**src/include/lbpc_defines.vh**
```
// constants for the local bus pin control block
`ifndef LBPC_DEFINES_VH
`define LBPC_DEFINES_VH
`define LBPC_RESET_FETCH_ADDR 20'hffff0
`define LBPC_HALT_VECTOR      8'h02
`define LBPC_STAT_PASSIVE     3'h7
`define LBPC_STAT_READ        3'h5
`define LBPC_STAT_WRITE       3'h6
`define LBPC_STAT_FETCH       3'h4
`endif

```
**src/hw/lbpc_bus.v**
```verilog
// local bus cycle engine with pin state control
`timescale 1ns/10ps
`default_nettype none
`include "lbpc_defines.vh"
module lbpc_bus (
    input  wire        sys_clk,
    input  wire        srst,
    input  wire        osc_input,
    input  wire        reset_input_n,
    input  wire        ready_in,
    input  wire        ready_ignore,
    input  wire        hold_req,
    input  wire        nmi_in,
    input  wire        test_busy_n,
    input  wire        idle_req,
    input  wire        powerdown_req,
    input  wire        req_valid,
    input  wire        req_write,
    input  wire        req_lock,
    input  wire        req_wait,
    input  wire [19:0] req_addr,
    input  wire [1:0]  req_lanes,
    input  wire [15:0] req_wdata,
    input  wire [15:0] muxed_addr_data_in,
    input  wire        addr_msb_float_select_in,
    output reg         req_ready,
    output reg         rsp_valid,
    output reg  [15:0] rsp_rdata,
    output reg         nmi_service,
    output reg  [7:0]  nmi_vector,
    output reg         wait_halted,
    output reg         bus_clock_output,
    output reg         reset_indicator,
    output reg         all_float_test_mode,
    output reg         hold_ack,
    output reg  [15:0] muxed_addr_data_out,
    output reg  [15:0] muxed_addr_data_oe,
    output reg  [3:0]  upper_address,
    output reg  [3:0]  upper_address_oe,
    output reg  [3:0]  upper_address_weak_high,
    output reg  [2:0]  cycle_status,
    output reg         cycle_status_oe,
    output reg         addr_latch_strobe,
    output reg         upper_byte_enable_n,
    output reg         upper_byte_enable_oe,
    output reg         read_strobe_n,
    output reg         write_strobe_n,
    output reg         strobe_oe,
    output reg         xcvr_data_enable_n,
    output reg         xcvr_data_enable_oe,
    output reg         buffer_direction,
    output reg         buffer_direction_oe,
    output reg         lock_n,
    output reg         lock_oe,
    output reg         lock_weak_high
);
    localparam [5:0] ST_RST  = 6'h01;
    localparam [5:0] ST_IDLE = 6'h02;
    localparam [5:0] ST_ADDR = 6'h04;
    localparam [5:0] ST_DATA = 6'h08;
    localparam [5:0] ST_HOLD = 6'h10;
    localparam [5:0] ST_WAIT = 6'h20;

    // two-stage synchronisers for the osc, reset, ready, hold, nmi, test and msb select inputs
    reg [6:0] sync1;
    reg [6:0] sync2;
    always @(posedge sys_clk) begin
        sync1 <= {osc_input, reset_input_n, ready_in, hold_req, nmi_in, test_busy_n,
                  addr_msb_float_select_in};
        sync2 <= sync1;
    end
    wire osc_s   = sync2[6];
    wire reset_input_n_s = sync2[5];
    wire rdy_s   = sync2[4];
    wire hold_s  = sync2[3];
    wire nmi_s   = sync2[2];
    wire test_s  = sync2[1];
    wire msb_s   = sync2[0];

    reg        osc_d;
    reg        nmi_d;
    reg        reset_input_n_d;
    reg [5:0]  state;
    reg        cur_write;
    reg        cur_lock;
    reg [19:0] cur_addr;
    reg [1:0]  cur_lanes;
    reg [15:0] cur_wdata;
    reg        fetch_pending;
    wire osc_fall  = osc_d & ~osc_s;
    wire in_reset  = srst | ~reset_input_n_s;
    wire rise_rst  = reset_input_n_s & ~reset_input_n_d;
    wire bus_edge  = osc_fall & bus_clock_output;
    wire hold_grant = bus_edge & (state == ST_IDLE) & hold_s & ~cur_lock;

    function [1:0] lane_code;
        input [1:0] lanes;
        input       a0;
        begin
            // {upper_byte_enable_n, a0}: 00 word, 01 upper, 10 lower
            case (lanes)
                2'b11:   lane_code = 2'b00;
                2'b10:   lane_code = 2'b01;
                default: lane_code = {1'b1, a0};
            endcase
        end
    endfunction
    wire [1:0] lc = lane_code(cur_lanes, cur_addr[0]);

    always @(posedge sys_clk) begin
        osc_d   <= osc_s;
        nmi_d   <= nmi_s;
        reset_input_n_d <= reset_input_n_s;
        if (in_reset) begin
            bus_clock_output <= 1'b0;
        end else if (rise_rst) begin
            bus_clock_output <= 1'b0;
        end else if (osc_fall) begin
            bus_clock_output <= ~bus_clock_output;
        end
    end

    always @(posedge sys_clk) begin
        if (srst) begin
            all_float_test_mode <= 1'b0;
        end else if (~reset_input_n_s) begin
            all_float_test_mode <= ~msb_s;
        end
    end

    always @(posedge sys_clk) begin
        if (in_reset) begin
            state <= ST_RST;
            reset_indicator <= 1'b1;
            req_ready <= 1'b0;
            rsp_valid <= 1'b0;
            rsp_rdata <= 16'h0000;
            wait_halted <= 1'b0;
            hold_ack <= 1'b0;
            cur_write <= 1'b0;
            cur_lock <= 1'b0;
            cur_addr <= 20'h00000;
            cur_lanes <= 2'b00;
            cur_wdata <= 16'h0000;
            fetch_pending <= 1'b0;
            nmi_service <= 1'b0;
            nmi_vector <= 8'h00;
        end else begin
            reset_indicator <= 1'b0;
            rsp_valid <= 1'b0;
            req_ready <= 1'b0;
            nmi_service <= 1'b0;
            if (nmi_s & ~nmi_d) begin
                nmi_service <= 1'b1;
                nmi_vector <= `LBPC_HALT_VECTOR;
            end
            if (state == ST_RST) begin
                fetch_pending <= 1'b1;
            end else if (bus_edge & (state == ST_ADDR)) begin
                fetch_pending <= 1'b0;
            end
            if (bus_edge) begin
                case (state)
                    ST_RST: state <= ST_IDLE;
                    ST_IDLE: begin
                        if (hold_grant) begin
                            state <= ST_HOLD;
                            hold_ack <= 1'b1;
                        end else if (fetch_pending) begin
                            cur_addr <= `LBPC_RESET_FETCH_ADDR;
                            cur_write <= 1'b0;
                            cur_lanes <= 2'b11;
                            state <= ST_ADDR;
                        end else if (req_valid & req_wait) begin
                            req_ready <= 1'b1;
                            wait_halted <= 1'b1;
                            state <= ST_WAIT;
                        end else if (req_valid & ~powerdown_req) begin
                            req_ready <= 1'b1;
                            cur_addr <= req_addr;
                            cur_write <= req_write;
                            cur_lock <= req_lock;
                            cur_lanes <= req_lanes;
                            cur_wdata <= req_wdata;
                            state <= ST_ADDR;
                        end
                    end
                    ST_ADDR: state <= ST_DATA;
                    ST_DATA: begin
                        if (rdy_s | ready_ignore) begin
                            rsp_valid <= 1'b1;
                            rsp_rdata <= muxed_addr_data_in;
                            if (~req_lock) begin
                                cur_lock <= 1'b0;
                            end
                            state <= ST_IDLE;
                        end
                    end
                    ST_HOLD: begin
                        if (~hold_s) begin
                            hold_ack <= 1'b0;
                            state <= ST_IDLE;
                        end
                    end
                    ST_WAIT: begin
                        if (~test_s) begin
                            wait_halted <= 1'b0;
                            state <= ST_IDLE;
                        end
                    end
                    default: state <= ST_RST;
                endcase
            end
        end
    end

    // pin drive, held on powerdown while in ST_IDLE
    always @(posedge sys_clk) begin
        if (all_float_test_mode) begin
            muxed_addr_data_oe <= 16'h0000;
            upper_address_oe <= 4'h0;
            upper_address_weak_high <= 4'h0;
            cycle_status_oe <= 1'b0;
            upper_byte_enable_oe <= 1'b0;
            strobe_oe <= 1'b0;
            xcvr_data_enable_oe <= 1'b0;
            buffer_direction_oe <= 1'b0;
            lock_oe <= 1'b0;
            lock_weak_high <= 1'b0;
            addr_latch_strobe <= 1'b0;
            muxed_addr_data_out <= 16'h0000;
            upper_address <= 4'h0;
            cycle_status <= `LBPC_STAT_PASSIVE;
            upper_byte_enable_n <= 1'b1;
            read_strobe_n <= 1'b1;
            write_strobe_n <= 1'b1;
            xcvr_data_enable_n <= 1'b1;
            buffer_direction <= 1'b0;
            lock_n <= 1'b1;
        end else if (in_reset | state == ST_RST) begin
            muxed_addr_data_oe <= 16'h0000;
            upper_address_oe <= 4'h0;
            upper_address_weak_high <= 4'hf;
            cycle_status_oe <= 1'b0;
            upper_byte_enable_oe <= 1'b0;
            strobe_oe <= 1'b0;
            xcvr_data_enable_oe <= 1'b0;
            buffer_direction_oe <= 1'b0;
            lock_oe <= 1'b0;
            lock_weak_high <= 1'b1;
            addr_latch_strobe <= 1'b0;
            muxed_addr_data_out <= 16'h0000;
            upper_address <= 4'h0;
            cycle_status <= `LBPC_STAT_PASSIVE;
            upper_byte_enable_n <= 1'b1;
            read_strobe_n <= 1'b1;
            write_strobe_n <= 1'b1;
            xcvr_data_enable_n <= 1'b1;
            buffer_direction <= 1'b0;
            lock_n <= 1'b1;
        end else if (state == ST_HOLD || hold_grant) begin
            muxed_addr_data_oe <= 16'h0000;
            upper_address_oe <= 4'h0;
            upper_address_weak_high <= 4'h0;
            cycle_status_oe <= 1'b0;
            upper_byte_enable_oe <= 1'b0;
            strobe_oe <= 1'b0;
            xcvr_data_enable_oe <= 1'b0;
            buffer_direction_oe <= 1'b0;
            lock_oe <= 1'b0;
            lock_weak_high <= 1'b0;
            addr_latch_strobe <= 1'b0;
        end else if (~powerdown_req | state != ST_IDLE) begin
            upper_address_weak_high <= 4'h0;
            lock_weak_high <= 1'b0;
            cycle_status_oe <= 1'b1;
            upper_byte_enable_oe <= 1'b1;
            strobe_oe <= 1'b1;
            xcvr_data_enable_oe <= 1'b1;
            buffer_direction_oe <= 1'b1;
            lock_oe <= 1'b1;
            upper_address_oe <= 4'hf;
            lock_n <= ~(cur_lock & state != ST_IDLE) | idle_req;
            addr_latch_strobe <= (state == ST_ADDR) & ~bus_clock_output;
            if (state == ST_ADDR) begin
                muxed_addr_data_oe <= 16'hffff;
                muxed_addr_data_out <= cur_addr[15:0];
                upper_address <= cur_addr[19:16];
                upper_byte_enable_n <= lc[1];
                cycle_status <= cur_write ? `LBPC_STAT_WRITE :
                                (fetch_pending ? `LBPC_STAT_FETCH : `LBPC_STAT_READ);
                buffer_direction <= cur_write;
                xcvr_data_enable_n <= 1'b1;
            end else if (state == ST_DATA) begin
                upper_address <= 4'h0;
                muxed_addr_data_oe <= cur_write ? 16'hffff : 16'h0000;
                muxed_addr_data_out <= cur_wdata;
                read_strobe_n <= cur_write;
                write_strobe_n <= ~cur_write;
                xcvr_data_enable_n <= 1'b0;
                cycle_status <= `LBPC_STAT_PASSIVE;
            end else begin
                // idle or wait: strobes and xcvr enable high, status passive, AD released, address lines keep their value
                read_strobe_n <= 1'b1;
                write_strobe_n <= 1'b1;
                xcvr_data_enable_n <= 1'b1;
                cycle_status <= `LBPC_STAT_PASSIVE;
                muxed_addr_data_oe <= 16'h0000;
            end
        end
    end
endmodule
`default_nettype wire

```
**config.mk**
```make
export PLATFORM = sky130hd
export DESIGN_NAME = lbpc_bus
export DESIGN_NICKNAME = d
export VERILOG_FILES = /design/src/hw/lbpc_bus.v
export VERILOG_INCLUDE_DIRS = /design/src /design/src/include
export SDC_FILE = /design/constraint.sdc
export NUM_CORES = 1
export LEC_CHECK = 0
export BUFFER_PORTS_ARGS = -buffer_cell sky130_fd_sc_hd__buf_2
export CAP_MARGIN = 0
export CELL_PAD_IN_SITES_DETAIL_PLACEMENT = 0
export CELL_PAD_IN_SITES_GLOBAL_PLACEMENT = 1
export CORE_UTILIZATION = 33
export CTS_CLUSTER_DIAMETER = 60
export CTS_CLUSTER_SIZE = 16
export DETAILED_ROUTE_END_ITERATION = 8
export HOLD_SLACK_MARGIN = 0.05
export MAX_ROUTING_LAYER = met4
export PLACE_DENSITY = 0.81
export SETUP_SLACK_MARGIN = 0.2
export SYNTH_ARGS = -nofsm -noshare
export SYNTH_HDL_FRONTEND = slang
export SYNTH_SLANG_ARGS = --single-unit
```
**constraint.sdc**
```tcl
create_clock -name sys_clk -period 2.17 [get_ports sys_clk]
set_input_delay 0.3255 -clock sys_clk [delete_from_list [all_inputs] [get_ports sys_clk]]
set_output_delay 0.3255 -clock sys_clk [all_outputs]
set_load 0.02 [all_outputs]
```
==> results of run 1 <==
-- registers in the layout, summed over array words and instances (netlist names), 2 cells and up --
register and flops:
cur_addr 20, cur_wdata 16, cycle_status 2, muxed_addr_data_out 16
rsp_rdata 16, state 6, sync1 7, sync2 7
upper_address 4
-- cells by family after synthesis --
| family | count (synthesis) | synth area share [%] |
|---|---|---|
| multiplexers | 20 | 4.21 |
| flip-flops | 120 | 50.5 |
| other | 2 | 0.158 |
| buffers and inverters | 71 | 9.97 |
| AO/OA/AOI/OAI | 100 | 15.0 |
| AND/OR/NAND/NOR | 199 | 19.9 |
| XOR/XNOR | 1 | 0.184 |
-- synth_stat cells (4+ instances only) --
cell and number:
dfxtp_1 120, nand2_1 77, nor2_1 65, buf_4 39, a21oi_1 29, mux2i_1 20, a311oi_1 16, clkbuf_1 15
nor2_2 11, o21ai_0 10, o22ai_2 10, a22oi_1 9, o22ai_1 9, nand2b_1 7, a31oi_1 5, buf_2 5
buf_6 5, nand3_1 5, nor2b_1 5, inv_1 4
-- path summary, 6_finish.rpt --
| kind | start | to | slack (ps) | depth (start not counted) |
|---|---|---|---|---|
| max reg2reg | state[5] | cur_addr[18] | 120 | 7 |
| max | state[5] | cur_addr[18] | 120 | 7 |
| min | srst | all_float_test_mode | 100 | 2 |
| min reg2reg | sync1[4] | sync2[4] | 320 | 0 |
-- cells in the final DEF, fill, tap and decap left out, types with 4 or more instances in the layout --
master	instances
nor2_1	65
nand3_1	5
dlygate4sd3_1	7
a31oi_1	5
o22ai_2	10
clkinv_4	4
mux2i_1	20
nor2b_1	5
nor2_2	11
o22ai_1	9
o21ai_0	9
a21oi_1	29
nand2_1	77
clkbuf_16	19
buf_4	21
a311oi_1	16
nand2b_1	7
inv_6	4
a22oi_1	6
conb_1	8
dfxtp_1	120
buf_2	153
-- routing by layer --
metal	vias up	routed length [um]	global-route usage [%]
li1	2020	-	-
met1	1956	5490	20.1
met2	148	6380	29.3
met3	20	654	4.49
met4	0	279	8.61
met5	-	0	-
-- per-stage QoR --
step           utilization [%]  power [W]  hold slack [ps]  instance area, um2
2_1_floorplan                -    0.00237              310                4780
3_3_place_gp              39.2    0.00244              310                5490
3_5_place_dp              39.2    0.00244              313                5490
4_1_cts                   44.1    0.00514             74.4                6170
5_1_grt                   45.1    0.00526             92.4                6310
6_report                  45.1    0.00508             99.8                6310
-- report_power, final --
part	switching (W)	internal, W	leakage [nW]
clock network	0.00102	0.00165	0.282
logic	0.0000990	0.0000739	1.38
registers	0.0000122	0.00223	0.974
total	0.00113	0.00395	2.64
-- cell type report --
cell class	instances	area [um2]
Fill cell	1330	7680
Timing Repair Buffer	187	1110
Multi-Input combinational cell	330	1980
Tap cell	180	225
Inverter	4	15.0
Clock inverter	12	118
Clock buffer	20	457
Sequential cell	120	2400
-- repair_timing --
action | 4_1_cts | 5_1_grt
endpoints found under the setup margin | 38 | 49
cloned | 1 | 3
setup buffers | 2 | 4
gates resized for setup | 2 | 11
hold buffers | 7 | 0
endpoints found under the hold margin | 7 | 0
pin swaps | 1 | 4
==> metrics, run 1 <==
outcome=finished clean; post-DP HPWL=8500 um; first-pass GRT wire length=19400 um; Peak VDD IR=0.522 mV; Overall Global Routing Usage=17.8%; Primary FF master, synth=dfxtp_1; CP max stage delay=560 ps; Post-synth ARST share=0%; initial antenna violation count=0; Static Leak=2.64 nW; Final Hold Viols=0; Slew HR=46.0%; Post-synth EDFFs=0; Syn. warnings=0; pwr dens=805 nW/um2; top post-synthesis cells by area=dfxtp_1 51%, buf_4 6.2%, nand2_1 6.1%, nor2_1 5.1%, mux2i_1 4.2%; Clock Skew=10.4 ps; Critical Path RT=2460 ps; Worst setup EP type=flip-flop; 1st-iter DRT viols=276; share of post-route cells with drive strength above 1=37.1%; Starting Density=34.0%; DRT antenna net count=0; Hold Path Class=primary input to flip-flop; Slew Limit Fails=0; final worst setup slack=116 ps; DRT Pass-1 Iters=5; peak fanout along the critical path=8; Die Y=122 um; final setup violation count=0; GPL Wtd Cong=0.878; Seq cells post-synth=120; Mapped Cells=513; Placed Instances=804; pre-CTS setup slack=112 ps; post-synthesis sequential area ratio=50.5%; IO buf count=153; Skew-Pair Late Insertion Delay=410 ps; crit start category=flip-flop; post-DR wirelength/cell=15.0 um; fin nets=730; worst path cell trace=or4_4, nor4b_4, buf_6, nand3_4, clkbuf_16, o22ai_1, nor2_1; CTS H-tree depth=4; Layout Cells excl Fill=853; syn avg cell area=9.27 um2; Synth cell types=50; critical path buffer and inverter count=2; FP Rows=43; Synth Cell Area=4760 um2; Max-Cap Viols=0; WS Path Type=flip-flop to flip-flop; Via Count=4144; final WL=12800 um; CTS root buf=clkbuf_16; setup_tns=0 ps; clk buf depth=2; Post-route DRC=0; grt ovf=0; largest net degree at the start of global routing=41; via/cell ratio=4.86; top cell family by delay on the critical path=simple AND/OR/NAND/NOR gates; num ports=163; vias in the first global route=3926; diode count=0; CTS buffer count=17; core area=14000 um2; crit path time final=2050 ps; clk slew on worst S/H paths=60 ps; Synth area leader=dfxtp_1; RSZ-0062 raised after global routing=true; fin crit share=94.6%; Critical Path Slowest Stage Cell=or4_4; FMAX=0.487 GHz; Least-Margin Pin Slew=808 ps; Syn-to-layout area delta=32.7%; CTS tree=built; Synth top area share=50.5%; CTS Sinks=120; die area=14900 um2; Worst EP arrival=2350 ps; chip width=122 um
(Power assumes the default switching activity.)
==> run 2, diff against run 1 <==
==> constraint.sdc (replaced) <==
create_clock -name sys_clk -period 1.8 [get_ports sys_clk]
set_input_delay 0.27 -clock sys_clk [delete_from_list [all_inputs] [get_ports sys_clk]]
set_output_delay 0.27 -clock sys_clk [all_outputs]
set_load 0.02 [all_outputs]
==> metrics, run 2 (same netlist as run 1, synthesis figures left out) <==
Biggest register=cur_addr (unchanged); CTS buffer count=17 (unchanged); die area=14900 um2 (unchanged); # fillers=1266 (was 1330); Slew HR=48.2% (was 46.0%); crit path time final=2020 ps (was 2050 ps); Least-Margin Pin Slew=777 ps (was 808 ps); via/cell ratio=4.94 (was 4.86); Critical Path RT=2060 ps (was 2460 ps); final worst setup slack=-219 ps (was 116 ps); pwr dens=875 nW/um2 (was 805 nW/um2); CTS root buf=clkbuf_16 (unchanged); DRT antenna net count=0 (unchanged); Reg2Reg Depth=7 (unchanged); diode count=0 (unchanged); clk buf depth=2 (unchanged); CP max stage delay=560 ps (about the same); initial antenna violation count=0 (unchanged); hold path endpoint=rsp_rdata[15] (was all_float_test_mode); cell area after layout=7160 um2 (was 6310 um2); Peak VDD IR=0.733 mV (was 0.522 mV); vias in the first global route=4062 (was 3926); CTS tree=built (unchanged); Slew Limit Fails=0 (unchanged); largest net degree at the start of global routing=65 (was 41); Final Hold Viols=0 (unchanged); num ports=163 (unchanged); Hold Path Class=primary input to flip-flop (unchanged); source of the worst hold timing path=muxed_addr_data_in[15] (was srst); Max-Cap Viols=0 (unchanged); crit start category=flip-flop (unchanged); DRT Pass-1 Iters=5 (unchanged); final WL=14300 um (was 12800 um); FP Rows=43 (unchanged); GPL Wtd Cong=0.863 (was 0.878); fin crit share=112% (was 94.6%); CTS Sinks=120 (unchanged); first-pass GRT wire length=20600 um (was 19400 um); Cell Area, Placed=5600 um2 (was 5490 um2); pre-CTS setup slack=-256 ps (was 112 ps); post-DR wirelength/cell=16.1 um (was 15.0 um); most common cell after layout, fill and taps aside=buf_2 (unchanged); 1st-iter DRT viols=266 (was 276); met1 Use GR=22.4% (was 20.1%); core area=14000 um2 (unchanged); grt ovf=0 (unchanged); final setup violation count=49 (was 0); reg2reg start=state[5] (unchanged); Clock Skew=6.69 ps (was 10.4 ps); Largest register FFs=20 (unchanged); met2 Track Usage GR=30.7% (was 29.3%); post-DP HPWL=8530 um (was 8500 um); area occupied by multi-input gates=2350 um2 (was 1980 um2); Crit Reg-Reg Endpoint=cur_addr[6] (was cur_addr[18]); Via Count=4389 (was 4144); fin nets=766 (was 730); Critical Path Slowest Stage Cell=or4_4 (unchanged); hold path depth=3 (was 2); Post-route DRC=0 (unchanged); outcome=finished with violations (was finished clean); failing checks=setup timing; worst path cell trace=or4_4, nor4b_4, buf_6, nand3_2, buf_12, o22ai_2, nor2_1 (was or4_4, nor4b_4, buf_6, nand3_4, clkbuf_16, o22ai_1, nor2_1); Syn-to-layout area delta=50.5% (was 32.7%); clk slew on worst S/H paths=50 ps (was 60 ps); commonest non-fill, non-tap cells in the layout=154 x buf_2, 114 x dfxtp_1, 64 x nor2_1, 57 x nand2_1, 29 x buf_4 (was 153 x buf_2, 120 x dfxtp_1, 77 x nand2_1, 65 x nor2_1, 29 x a21oi_1); met3 usage=5.34% (was 4.49%); Worst EP arrival=2280 ps (was 2350 ps); peak fanout along the critical path=33 (was 8); Die Y=122 um (unchanged); Static Leak=3.12 nW (was 2.64 nW); grt peak-use layer=met2 (unchanged); Starting Density=34.0% (unchanged); Worst setup EP type=flip-flop (unchanged); share of post-route cells with drive strength above 1=49.0% (was 37.1%); WS Path Type=flip-flop to flip-flop (unchanged); flop2flop setup slack=-220 ps (was 120 ps); FMAX=0.495 GHz (was 0.487 GHz); Reg area=2410 um2 (was 2400 um2); chip width=122 um (unchanged); Skew-Pair Late Insertion Delay=410 ps (about the same); CTS H-tree depth=4 (unchanged); Overall Global Routing Usage=19.2% (was 17.8%); RSZ-0062 raised after global routing=true (unchanged); IO buf count=153 (unchanged)
==> run 2: changes by cell type in the layout (fill, tap and decap cells not counted), sizes merged <==
cell and change:
clkinv -2, bufinv +1, dlygate4sd3 +1, buf +36, clkbuf +2, clkinvlp +1, inv -4
==> run 2: per-stage QoR <==
step | utilization [%] | instances | total power (W) | setup TNS [ps] | hold slack, ps
2_1_floorplan | - | 519 | 0.00285 | -5880 | 298
3_3_place_gp | 40.1 | 814 | 0.00294 | -6500 | 312
3_5_place_dp | 40.1 | 814 | 0.00295 | -9710 | 312
4_1_cts | 48.4 | 875 | 0.00631 | -5420 | 81.7
5_1_grt | 51.2 | 888 | 0.00645 | -13120 | 87.2
6_report | 51.2 | 888 | 0.00626 | -6840 | 90.8
==> run 2: final cells by class <==
cell class,count,share of cell area [%]
sequential,120,33.7
multi-input combinational,330,32.9
timing repair buffer,223,21.9
clock buffer,23,6.82
tap,180,3.15
clock inverter,8,1.33
inverter,4,0.210
==> run 2: where the power goes <==
group          internal, W  switching, W
sequential         0.00268     0.0000150
combinational    0.0000926      0.000124
clock              0.00216       0.00118
total              0.00494       0.00132
==> run 2: worst max-delay path, delay by kind of cell (launching register included) <==
family	cells	cell delay (ps)
DFF	1	310
and+or+nand+nor	4	1000
buffers and inverters	2	390
AOI/OAI and AO/OA	1	160
==> run 2: how the worst max path moves through the flow <==
stage	end	depth (start not counted)	start	slack, ps
after detailed placement	cur_wdata[2]	5	state[5]	-260
after CTS	cur_addr[6]	7	state[5]	-170
after floorplan	cur_addr[4]	7	state[5]	-190
after global routing	cur_lanes[1]	7	state[3]	-310
final	cur_addr[6]	7	state[5]	-220
after global placement	cur_write	5	state[5]	-180
==> run 2: per-layer routing <==
| metal | up-vias | part of all wire [%] |
|---|---|---|
| met5 | - | 0 |
| li1 | 2099 | - |
| met3 | 24 | 5.4 |
| met2 | 184 | 49 |
| met4 | 0 | 2.1 |
| met1 | 2082 | 43 |
==> run 2: timing repair <==
action	CTS	global route
cloned	5	4
pin swaps	29	25
endpoints found under the setup margin	96	113
endpoints found under the hold margin	8	0
resized for setup	68	65
buffers inserted	17	9
hold buffers	8	0
==> run 3, diff against run 2 <==
--- a/config.mk
+++ b/config.mk
@@ -6,11 +6,12 @@
 export SDC_FILE = /design/constraint.sdc
 export NUM_CORES = 1
 export LEC_CHECK = 0
+export ABC_AREA = 1
 export BUFFER_PORTS_ARGS = -buffer_cell sky130_fd_sc_hd__buf_2
 export CAP_MARGIN = 0
 export CELL_PAD_IN_SITES_DETAIL_PLACEMENT = 0
 export CELL_PAD_IN_SITES_GLOBAL_PLACEMENT = 1
-export CORE_UTILIZATION = 33
+export CORE_UTILIZATION = 32
 export CTS_CLUSTER_DIAMETER = 60
 export CTS_CLUSTER_SIZE = 16
 export DETAILED_ROUTE_END_ITERATION = 8
==> metrics, run 3 <==
outcome=finished clean (was finished with violations); Clock Skew=10.6 ps (was 6.69 ps); clk slew on worst S/H paths=60 ps (was 50 ps); vias in the first global route=4398 (was 4062); num ports=163 (unchanged); crit start category=flip-flop (unchanged); simple-gate area share of the yosys netlist=29.5% (was 19.9%); Overall Global Routing Usage=18.3% (was 19.2%); Static Leak=3.43 nW (was 3.12 nW); CTS tree=built (unchanged); post-DP HPWL=8860 um (was 8530 um); Post-synth EDFFs=0 (unchanged); GPL Wtd Cong=0.808 (was 0.863); Worst setup EP type=flip-flop (unchanged); core area=15400 um2 (was 14000 um2); Seq cells post-synth=120 (unchanged); diode count=0 (unchanged); 1st-iter DRT viols=281 (was 266); largest net degree at the start of global routing=57 (was 65); Critical Path Slowest Stage Cell=dfxtp_4 (was or4_4); CTS H-tree depth=4 (unchanged); FP Rows=45 (was 43); Skew-Pair Late Insertion Delay=420 ps (was 410 ps); grt ovf=0 (unchanged); Die Y=128 um (was 122 um); Synth area leader=dfxtp_1 (unchanged); final setup violation count=0 (was 49); IO buf count=153 (unchanged); crit path time final=1760 ps (was 2020 ps); Power, Total=0.00670 W (was 0.00626 W); commonest non-fill, non-tap cells in the layout=153 x buf_2, 136 x nand2_1, 112 x dfxtp_1, 104 x nor2_1, 58 x inv_1 (was 154 x buf_2, 114 x dfxtp_1, 64 x nor2_1, 57 x nand2_1, 29 x buf_4); post-synthesis sequential area ratio=47.2% (was 50.5%); hold path endpoint=rsp_rdata[1] (was rsp_rdata[15]); combinational family with the most area after synthesis=simple AND/OR/NAND/NOR gates (unchanged); FMAX=0.568 GHz (was 0.495 GHz); share of post-route cells with drive strength above 1=38.1% (was 49.0%); cell area after layout=7290 um2 (was 7160 um2); DRT antenna net count=0 (unchanged); DRT Pass-1 Iters=4 (was 5); final WL=14900 um (was 14300 um); peak fanout along the critical path=8 (was 33); hold path depth=3 (unchanged); Mapped Cells=669 (was 513); Crit Reg-Reg Endpoint=cur_wdata[14] (was cur_addr[6]); pwr dens=918 nW/um2 (was 875 nW/um2); CTS Sinks=120 (unchanged); Biggest register=cur_addr (unchanged); Cell Area, Placed=5890 um2 (was 5600 um2); Syn-to-layout area delta=43.2% (was 50.5%); Syn. warnings=0 (unchanged); Slew Limit Fails=0 (unchanged); Max-Cap Viols=0 (unchanged); Hold Path Class=primary input to flip-flop (unchanged); count leader, synth=nand2_1 (was dfxtp_1); top post-synthesis cells by area=dfxtp_1 47%, nand2_1 12%, nor2_1 8.0%, buf_4 5.5%, inv_1 4.3% (was dfxtp_1 51%, buf_4 6.2%, nand2_1 6.1%, nor2_1 5.1%, mux2i_1 4.2%); CTS root buf=clkbuf_16 (unchanged); most common cell after layout, fill and taps aside=buf_2 (unchanged); initial antenna violation count=0 (unchanged); chip width=128 um (was 122 um); Worst EP arrival=2060 ps (was 2280 ps); Primary FF master, synth=dfxtp_1 (unchanged); clk buf depth=2 (unchanged); Worst Hold Slack=74.2 ps (was 90.8 ps); WS Path Type=flip-flop to flip-flop (unchanged); via/cell ratio=4.44 (was 4.94); worst path cell trace=nor2_4, buf_6, nand2_4, nor2_4, buf_6, nand3_4, nand2_4, inv_6, nand3_4, nand2_1, nand2_1, nor2_1 (was or4_4, nor4b_4, buf_6, nand3_2, buf_12, o22ai_2, nor2_1); fin nets=913 (was 766); Starting Density=33.1% (was 34.0%); Via Count=4733 (was 4389); Synth cell types=38 (was 50); syn avg cell area=7.62 um2 (was 9.27 um2); Reg2Reg Depth=12 (was 7); first-pass GRT wire length=22200 um (was 20600 um); Largest register FFs=20 (unchanged); CP max stage delay=360 ps (was 560 ps); CTS buffer count=17 (unchanged); Post-synth top cells=169 x nand2_1, 120 x dfxtp_1, 109 x nor2_1 (was 120 x dfxtp_1, 77 x nand2_1, 65 x nor2_1); Peak VDD IR=0.794 mV (was 0.733 mV); multiplexer share of the synthesized area=0% (was 4.21%); Synth Cell Area=5090 um2 (was 4760 um2); die area=16400 um2 (was 14900 um2); reg2reg start=state[5] (unchanged); RSZ-0062 raised after global routing=true (unchanged); Post-synth ARST share=0% (unchanged); Post-route DRC=0 (unchanged); source of the worst hold timing path=muxed_addr_data_in[1] (was muxed_addr_data_in[15]); Post-Synth Adder-Cell Area=0% (unchanged); Synth top area share=47.2% (was 50.5%); Critical Path RT=2100 ps (was 2060 ps); Synth Area in XOR/XNOR=0% (was 0.184%); post-synthesis compound-gate area fraction=9.21% (was 15.0%); fin crit share=97.7% (was 112%); flop2flop setup slack=40 ps (was -220 ps); Final Hold Viols=0 (unchanged); post-DR wirelength/cell=14.0 um (was 16.1 um)
==> run 3: worst max-delay path by stage <==
stage | startpoint | end | slack (ps) | depth (start not counted)
floorplan | bus_clock_output | rsp_rdata[10] | 250 | 8
global placement | state[5] | cur_addr[8] | 90 | 10
detailed placement | state[5] | cur_addr[6] | 30 | 10
CTS | state[4] | cur_addr[8] | 120 | 10
global route | state[5] | cur_wdata[14] | -20 | 12
finish | state[5] | cur_wdata[14] | 40 | 12
==> run 3: logic make-up after synthesis <==
group,after synthesis
and+or+nand+nor,334
buffers and inverters,127
DFF,120
AOI/OAI and AO/OA,86
other,2
==> run 3: metrics by stage <==
step | util [%] | setup slack (ps) | TNS, ps | std cells
after detailed placement | 38.3 | 28.3 | 0 | 997
after CTS | 44.3 | 117 | 0 | 1046
after global routing | 47.5 | -16.6 | -16.6 | 1065
final | 47.5 | 40.7 | 0 | 1065
after floorplan | - | 254 | 0 | 675
after global placement | 38.3 | 86.0 | 0 | 997
==> run 3: critical path, delay by kind of cell, from the launching register on <==
family / cells / cell delay [ps]
buffers and inverters: 3 / 330
DFF: 1 / 360
and+or+nand+nor: 9 / 940
==> run 3: final cells by class <==
type	instances	area, um2
clock buffers	21	480
flip-flops and latches	120	2420
repair inverters	1	6.26
multi-input cells	431	2330
repair buffers	208	1370
well taps	211	264
fillers	1526	8080
inverters	64	258
clock inverters	9	170
==> run 3: what timing repair did <==
item | CTS | global route
endpoints found under the setup margin | 76 | 98
pin swaps | 3 | 31
gates resized for setup | 18 | 88
hold buffers | 8 | 0
hold endpoints to repair | 8 | 0
gates cloned | 4 | 4
buffers inserted | 7 | 15
==> run 3: where the power goes <==
group          total, W  internal, W  switching [W]
sequential      0.00270      0.00268      0.0000144
clock           0.00375      0.00258        0.00117
combinational  0.000251    0.0000953       0.000156
total           0.00670      0.00535        0.00134
==> run 3: layer usage <==
layer	vias up	global-route usage, %	wire length, um
met5	-	-	0
met4	0	6.44	219
met3	18	5.59	864
met2	152	29.2	7180
met1	2143	21.8	6600
li1	2420	-	-
